==> src/logic/acp_pkg.sv <==
// package: constants and types of the serial command port
package acp_pkg;

  // ****************************************************************
  // command word layout and fixed command values
  // ****************************************************************
  typedef struct packed {
    logic       write_gate;          // bit 7, first bit on the wire
    logic       direction;           // bit 6, one means read
    logic       register_select_msb; // bit 5
    logic       register_select_mid; // bit 4
    logic       register_select_lsb; // bit 3
    logic       stream_read_bit;     // bit 2
    logic [1:0] fixed_zero;          // bits 1..0
  } acp_cmd_s;

  localparam logic [7:0] CMD_RESET  = 8'h00;
  localparam logic [7:0] STREAM_ON  = 8'h5C;
  localparam logic [7:0] STREAM_OFF = 8'h58;

  // ****************************************************************
  // register selects and transfer lengths in serial clocks
  // ****************************************************************
  localparam logic [2:0] SEL_COMMS  = 3'h0;
  localparam logic [2:0] SEL_MODE   = 3'h1;
  localparam logic [2:0] SEL_CONFIG = 3'h2;
  localparam logic [2:0] SEL_DATA   = 3'h3;
  localparam logic [5:0] LEN_BYTE   = 6'h08;
  localparam logic [5:0] LEN_WIDE   = 6'h18;
  localparam logic [5:0] LEN_DATA_S = 6'h20;
  localparam logic [5:0] LEN_FULL   = 6'h20;
  localparam logic [5:0] CMD_TAIL   = 6'h06;
  localparam logic [5:0] OFF_SPAN   = 6'h07;

  // run of ones on the data input that resets the whole port
  localparam logic [5:0] ONES_RESET = 6'h28;

  // ****************************************************************
  // port state
  // ****************************************************************
  typedef enum logic [1:0] {
    ACP_IDLE = 2'b00,
    ACP_CMD  = 2'b01,
    ACP_DATA = 2'b11
  } acp_fsm_e;

  typedef struct packed {
    acp_fsm_e    fsm;
    logic        sclk_s1;
    logic        sclk_s2;
    logic        sclk_d;
    logic        din_s1;
    logic        din_s2;
    logic [5:0]  bit_cnt;
    logic [5:0]  len;
    logic [5:0]  ones;
    logic [31:0] rx;
    logic [31:0] tx;
    logic        first;
    acp_cmd_s    cmd;
    logic        stream;
    logic        dout;
    logic        busy;
    logic        wr_strobe;
    logic [31:0] wr_data;
    logic        part_reset;
  } acp_state_s;

  // serial clock sync stages start at the pin's idle high level, so that
  // releasing reset does not show a false rising edge
  localparam acp_state_s ST_RESET = '{fsm: ACP_IDLE, dout: 1'b1, sclk_s1: 1'b1,
                                      sclk_s2: 1'b1, sclk_d: 1'b1, default: '0};

endpackage

==> src/logic/acp_command_port.sv <==
// module: serial command port front end with command word decode
`timescale 1ns/1ps
// Summary of operation
// - eight-bit command register, written by the host, never read back.
// - command word picks read or write and the target register.
// - after the selected transfer completes, port waits for a command again; while streaming it waits for ready low instead.
// - power-up and reset leave the port waiting for a command.
// - forty serial clocks with data-in high reset the whole port.
// - command word arrives most significant bit first.
// - fields gate, direction, select, stream bit, two zeros; all reset zero.
// - leading one holds the gate position; after a zero take seven bits.
// - direction zero writes the addressed register, one reads it.
// - select 000 is command or status, 8 bits; 001-011 are 24/32 bits.
// - 01011100 starts streaming reads; 01011000 with ready low stops them.
module acp_command_port (
  input  wire logic             MCLK,
  input  wire logic             NRST,
  input  wire logic             SCLK,
  input  wire logic             DIN,
  input  wire logic             CONV_READY_N,
  input  wire logic             DATA_APPEND,
  input  wire logic [31:0]      RD_DATA,
  output acp_pkg::acp_cmd_s     CMD_WORD,
  output logic                  DOUT,
  output logic                  XFER_BUSY,
  output logic                  STREAM_MODE,
  output logic                  WR_STROBE,
  output logic [31:0]           WR_DATA,
  output logic                  PART_RESET
);

  // ****************************************************************
  // decode helpers
  // ****************************************************************
  // length in serial clocks of the transfer a command selects
  function automatic logic [5:0] xfer_len(input acp_pkg::acp_cmd_s c, input logic app);
    logic [2:0] sel;
    sel = {c.register_select_msb, c.register_select_mid, c.register_select_lsb};
    if (sel == acp_pkg::SEL_MODE || sel == acp_pkg::SEL_CONFIG) begin
      xfer_len = acp_pkg::LEN_WIDE;
    end else if (sel == acp_pkg::SEL_DATA) begin
      xfer_len = app ? acp_pkg::LEN_DATA_S : acp_pkg::LEN_WIDE;
    end else begin
      xfer_len = acp_pkg::LEN_BYTE;
    end
  endfunction

  // ****************************************************************
  // state
  // ****************************************************************
  acp_pkg::acp_state_s st;
  acp_pkg::acp_state_s next_st;

  logic              rise;
  logic              fall;
  logic              bit_in;
  logic [7:0]        cmd_rx;
  acp_pkg::acp_cmd_s cmd_new;
  logic [2:0]        sel_new;
  logic [31:0]       rx_full;
  logic [31:0]       rd_aligned;

  // edges are found on the second sync stage, never the first
  assign rise       = st.sclk_s2 & ~st.sclk_d;
  assign fall       = ~st.sclk_s2 & st.sclk_d;
  assign bit_in     = st.din_s2;
  assign cmd_rx     = {1'b0, st.rx[5:0], bit_in};
  assign cmd_new    = acp_pkg::acp_cmd_s'(cmd_rx);
  assign sel_new    = cmd_rx[5:3];
  assign rx_full    = {st.rx[30:0], bit_in};
  // read data arrives right-aligned; shift it so its msb leaves first
  assign rd_aligned = RD_DATA << (acp_pkg::LEN_FULL - st.len);

  // ****************************************************************
  // next-state logic
  // ****************************************************************
  // one pass: synchronise pins, track the frame, decode, shift data
  always_comb begin
    next_st            = st;
    next_st.sclk_s1    = SCLK;
    next_st.sclk_s2    = st.sclk_s1;
    next_st.sclk_d     = st.sclk_s2;
    next_st.din_s1     = DIN;
    next_st.din_s2     = st.din_s1;
    next_st.wr_strobe  = 1'b0;
    next_st.part_reset = 1'b0;
    if (rise) begin
      next_st.ones = bit_in ? st.ones + 6'h01 : 6'h00;
      next_st.rx   = rx_full;
    end
    unique case (st.fsm)
      acp_pkg::ACP_IDLE: begin
        if (!st.stream) begin
          // a leading one is dropped; only a zero opens the word
          if (rise && !bit_in) begin
            next_st.fsm     = acp_pkg::ACP_CMD;
            next_st.bit_cnt = 6'h00;
          end
        end else if (fall && !CONV_READY_N) begin
          // streaming: data register goes out without a new command
          next_st.fsm     = acp_pkg::ACP_DATA;
          next_st.len     = xfer_len(st.cmd, DATA_APPEND);
          next_st.bit_cnt = 6'h00;
          next_st.first   = 1'b0;
          next_st.tx      = RD_DATA << (acp_pkg::LEN_FULL - xfer_len(st.cmd, DATA_APPEND));
          next_st.dout    = next_st.tx[31];
        end
      end
      acp_pkg::ACP_CMD: begin
        if (rise) begin
          next_st.bit_cnt = st.bit_cnt + 6'h01;
          if (st.bit_cnt == acp_pkg::CMD_TAIL) begin
            next_st.cmd     = cmd_new;
            next_st.bit_cnt = 6'h00;
            next_st.first   = 1'b1;
            next_st.len     = xfer_len(cmd_new, DATA_APPEND);
            if (cmd_rx == acp_pkg::STREAM_ON) begin
              next_st.stream = 1'b1;
              next_st.fsm    = acp_pkg::ACP_IDLE;
            end else if (!cmd_new.direction && sel_new == acp_pkg::SEL_COMMS) begin
              // a write to the command word is simply the next command
              next_st.fsm = acp_pkg::ACP_IDLE;
            end else begin
              next_st.fsm = acp_pkg::ACP_DATA;
            end
          end
        end
      end
      acp_pkg::ACP_DATA: begin
        // outgoing bits change on falling edges, host samples late in the high phase
        if (fall) begin
          if (st.first) begin
            next_st.tx    = rd_aligned;
            next_st.dout  = rd_aligned[31];
            next_st.first = 1'b0;
          end else begin
            next_st.tx   = st.tx << 1;
            next_st.dout = st.tx[30];
          end
        end
        if (rise) begin
          next_st.bit_cnt = st.bit_cnt + 6'h01;
          // ready was low when the stream frame began, so stop is legal
          if (st.stream && st.bit_cnt == acp_pkg::OFF_SPAN
              && rx_full[7:0] == acp_pkg::STREAM_OFF) begin
            next_st.stream = 1'b0;
          end
          if (st.bit_cnt == st.len - 6'h01) begin
            next_st.fsm = acp_pkg::ACP_IDLE;
            if (!st.cmd.direction) begin
              next_st.wr_strobe = 1'b1;
              next_st.wr_data   = rx_full & (32'hFFFF_FFFF >> (acp_pkg::LEN_FULL - st.len));
            end
          end
        end
      end
      default: begin
        next_st.fsm = acp_pkg::ACP_IDLE;
      end
    endcase
    // framing recovery outranks everything else in the cycle
    if (rise && bit_in && st.ones == acp_pkg::ONES_RESET - 6'h01) begin
      next_st            = acp_pkg::ST_RESET;
      next_st.sclk_s1    = SCLK;
      next_st.sclk_s2    = st.sclk_s1;
      next_st.sclk_d     = st.sclk_s2;
      next_st.din_s1     = DIN;
      next_st.din_s2     = st.din_s1;
      next_st.part_reset = 1'b1;
    end
    next_st.busy = (next_st.fsm == acp_pkg::ACP_DATA);
  end

  // state register; reset leaves the port awaiting a command
  always_ff @(posedge MCLK or negedge NRST) begin
    if (!NRST) begin
      st <= acp_pkg::ST_RESET;
    end else begin
      st <= next_st;
    end
  end

  // ****************************************************************
  // outputs, all straight from the state register
  // ****************************************************************
  assign CMD_WORD    = st.cmd;
  assign DOUT        = st.dout;
  assign XFER_BUSY   = st.busy;
  assign STREAM_MODE = st.stream;
  assign WR_STROBE   = st.wr_strobe;
  assign WR_DATA     = st.wr_data;
  assign PART_RESET  = st.part_reset;
endmodule

==> config.mk <==
export PLATFORM = sky130hd
export DESIGN_NAME = acp_command_port
export DESIGN_NICKNAME = d
export VERILOG_FILES = /design/src/logic/acp_pkg.sv /design/src/logic/acp_command_port.sv
export SDC_FILE = /design/constraint.sdc
export NUM_CORES = 1
export LEC_CHECK = 0
export BUFFER_PORTS_ARGS = -buffer_cell sky130_fd_sc_hd__buf_4
export CORE_MARGIN = 1
export CORE_UTILIZATION = 40
export CTS_BUF_LIST = sky130_fd_sc_hd__clkbuf_8 sky130_fd_sc_hd__clkbuf_16
export DETAILED_ROUTE_END_ITERATION = 16
export PLACE_DENSITY_LB_ADDON = 0.12
export SETUP_SLACK_MARGIN = 0.1
export SYNTH_ARGS = -nofsm -noshare
export SYNTH_HDL_FRONTEND = slang
export SYNTH_SLANG_ARGS = --single-unit
==> constraint.sdc <==
create_clock -name MCLK -period 4.1 [get_ports MCLK]
set_input_delay 1.025 -clock MCLK [delete_from_list [all_inputs] [get_ports MCLK]]
set_output_delay 1.025 -clock MCLK [all_outputs]
set_load 0.05 [all_outputs]
==> metrics.cfg <==
[status]
outcome=complete, no violations

[cts]
post-cts-setup-buffer-count=0
cts_inserted_buffers=17
clock_insertion_delay_worst_skew_ps=420
cts_tree=built
clock_tree.htree_level_count=4
ctsResizeCount=0
clkSinkCount=129
cts_hold_buf=0
clk_pin_slew_worst_paths_ps=60
max-clock-path-buffers=2
clockRootBuffer=clkbuf_16

[logic_synthesis]
register_bit_count_reported_by_yosys=129
post_synthesis_sequential_area_ratio_pct=44.9
async_flop_share_pct=100
number_of_warnings_reported_in_the_yosys_synthesis_log=0
syn-mean-instance-area_sq_um=10.3
synth_fp_nets=747
dominantRegCellSynth=dfrtp_1
synthTopCellsByArea=dfrtp_1, a22o_1, buf_4
netlist_cell_types=73
synth_area_leader_cell=dfrtp_1
synthesized_instance_count=699
syn-cell-area_sq_um=7200
yosysTopAreaCellShare_pct=43.4
synth_common_cells=dfrtp_1, a22o_1, nand2_1
synth_edf_count=0
count_leader_synth=dfrtp_1

[timing]
slew_violations=0
setup_total_negative_slack_ps=0
worst_pin_slew_ps=784
final.setup_skew_ps=10.3
timing.fmax_mhz=345
timing_hold_violations_final=0
layout_min_cycle_time_ps=2900
finalSetupViolations=0
post-route-period-util_pct=70.7
relative_max_transition_margin_pct=47.7
grt_setup_unrepaired=no

[detailed_routing]
drt_drc_violations_left=0
vias_per_cell=6.06
drt.antenna.violating_nets=0
totalWireLength_mm=18.7
drt-wirelength-per-cell_microns=19.6
drt_pre_antenna_iters=7
routed-via-count=5780
drt-initial-drc-count=470

[floorplan]
die_height_microns=136
chipWidth_microns=136
floorplan.initialDensity_pct=41.3
dieArea_sq_um=18500
design.core.area_sq_um=17400
floorplan.io_pins=83
num_rows=48

[hold_path]
holdCritStartpoint=st[129]$_DFF_PN0_
hold_crit_path_type=reg -> reg
hold_path_end=bit_in$_DFF_PN0_
min_delay_path_depth=0

[cells_and_area]
nets=764
layout-area-overhead-vs-synth_pct=13.8
antenna_diode_count=0
num-fill-cells=1644
post-route-cell-area_sq_um=8190
sequential_cell_area_sq_um=3230
layout.core_utilization_pct=47.0
post_route_cells_drive_above_1_share_pct=21.5
footprint_of_the_multi_input_gates_sq_um=3320

[critical_path]
timing.critical_path.slowest_cell_delay_ps=660
capturing_point_of_the_worst_reg2reg_path=WR_DATA[19]$_DFFE_PN0P_
critical_path.top_delay_family=buffers and inverters
crit_path_start_kind=flip-flop
cp_num_buf_inv=3
cpMaxStageDelayCell=a21oi_2
worstSetupStartpoint=st[119]$_DFFE_PN0P_
worst-r2r-setup-slack_ps=1200
setup.worst_path.end_class=flip-flop
critPathArrivalTime_ps=3250
reg_to_reg_critical_path_startpoint=st[119]$_DFFE_PN0P_
crit_path_max_fanout=38
critical_path.cell_chain=buf_4 -> inv_1 -> ha_1 -> xnor2_1 -> nor4_4 -> a21oi_2 -> buf_4 -> a22o_1
rr_worst_depth=8
critical-path-top-cell-by-count=buf_4
timing_worst_setup_path_type=reg -> reg
cp.required_ps=4460

[placed_design]
port-buffer-count=81
post_dp_cell_area_sq_um=7650
detailed_place_hpwl_mm=12.6
place_congestion=0.807

[global_routing]
global_route.overflow_total=0
grt_use_total_pct=21.3
maximum_number_of_pins_on_one_net_before_global_route_repair=58
grt_first_pass_wirelength_mm=30.3
grt_pass1_vias=5638
grt_antenna_before_repair=0

[power]
totalPowerFinal_mw=4.10
power.static_leakage_nw=3.68
ir_worst_vdd_mv=0.351
power.density_cell_area_nw_per_um2=501

[flow_run]
drv.max_cap_violation_count=0

-- logic make-up after synthesis --
kind of cell,Yosys count,share of synthesized area [%]
adders and majority gates,10,1.74
buffers and inverters,117,8.95
DFF,129,44.9
xor gates and xnor gates,6,0.938
AOI/OAI and AO/OA,229,23.5
muxes,37,6.41
other,1,0.0521
and+or+nand+nor,170,13.5
-- per-stage QoR --
step	cells	setup WS (ps)	hold slack [ps]
2_1_floorplan	699	1120	331
3_3_place_gp	922	1010	332
3_5_place_dp	922	943	335
4_1_cts	954	1180	348
5_1_grt	954	896	359
6_report	954	1200	346
-- layer usage --
layer	part of all wire (%)	global-route usage (%)
met5	0	0
met4	1.7	8.09
met3	5.6	5.15
met2	46	32.0
met1	47	29.6
-- power breakdown --
group	switching (mW)	leakage [nW]	internal, mW
logic	0.638	1.67	0.425
clock network	0.604	0.269	0.795
registers	0.199	1.73	1.44
total	1.44	3.68	2.66
-- flip-flops by register name, indices dropped and copies added, names as in the netlist --
register     count
CMD_WORD         7
DOUT             1
PART_RESET       1
STREAM_MODE      1
WR_DATA         32
WR_STROBE        1
XFER_BUSY        1
bit_in           1
cmd_new          6
rx_full         25
st              53
-- worst reg2reg max path, cell delays in order (launching register included) --
cell	delay, ps
dfrtp_1	350
buf_4	430
inv_1	140
ha_1	350
xnor2_1	290
nor4_4	90
a21oi_2	660
buf_4	350
a22o_1	180
-- cells in the final DEF, fill, tap and decap left out, types with 14 or more instances in the layout --
master,netlist,routed
dfrtp_1,125,125
buf_4,44,96
a22o_1,60,60
nand2_1,48,48
a21oi_1,46,46
o21ai_0,29,29
mux2i_1,27,27
nor2_1,26,26
nand3_1,23,23
a221oi_1,22,22
nand3b_1,18,18
inv_1,17,18
clkbuf_16,0,17
o31ai_1,15,15
a211oi_1,14,14
-- worst max path at each step --
stage | depth (start not counted) | end
6_report | 8 | WR_DATA[19]$_DFFE_PN0P_
5_1_grt | 8 | WR_DATA[19]$_DFFE_PN0P_
4_1_cts | 8 | WR_DATA[19]$_DFFE_PN0P_
3_5_place_dp | 8 | st[74]$_DFFE_PN0P_
3_3_place_gp | 8 | st[75]$_DFFE_PN0P_
2_1_floorplan | 9 | st[60]$_DFFE_PN0P_
-- cell type report --
cell class / count / share of cell area [%]
Clock buffer: 18 / 5.36
Sequential cell: 129 / 39.5
Tap cell: 225 / 3.44
Multi-Input combinational cell: 453 / 40.6
Inverter: 18 / 0.825
Clock inverter: 14 / 1.31
Timing Repair Buffer: 97 / 9.04
Note: power is estimated with default switching activity, not from simulation.
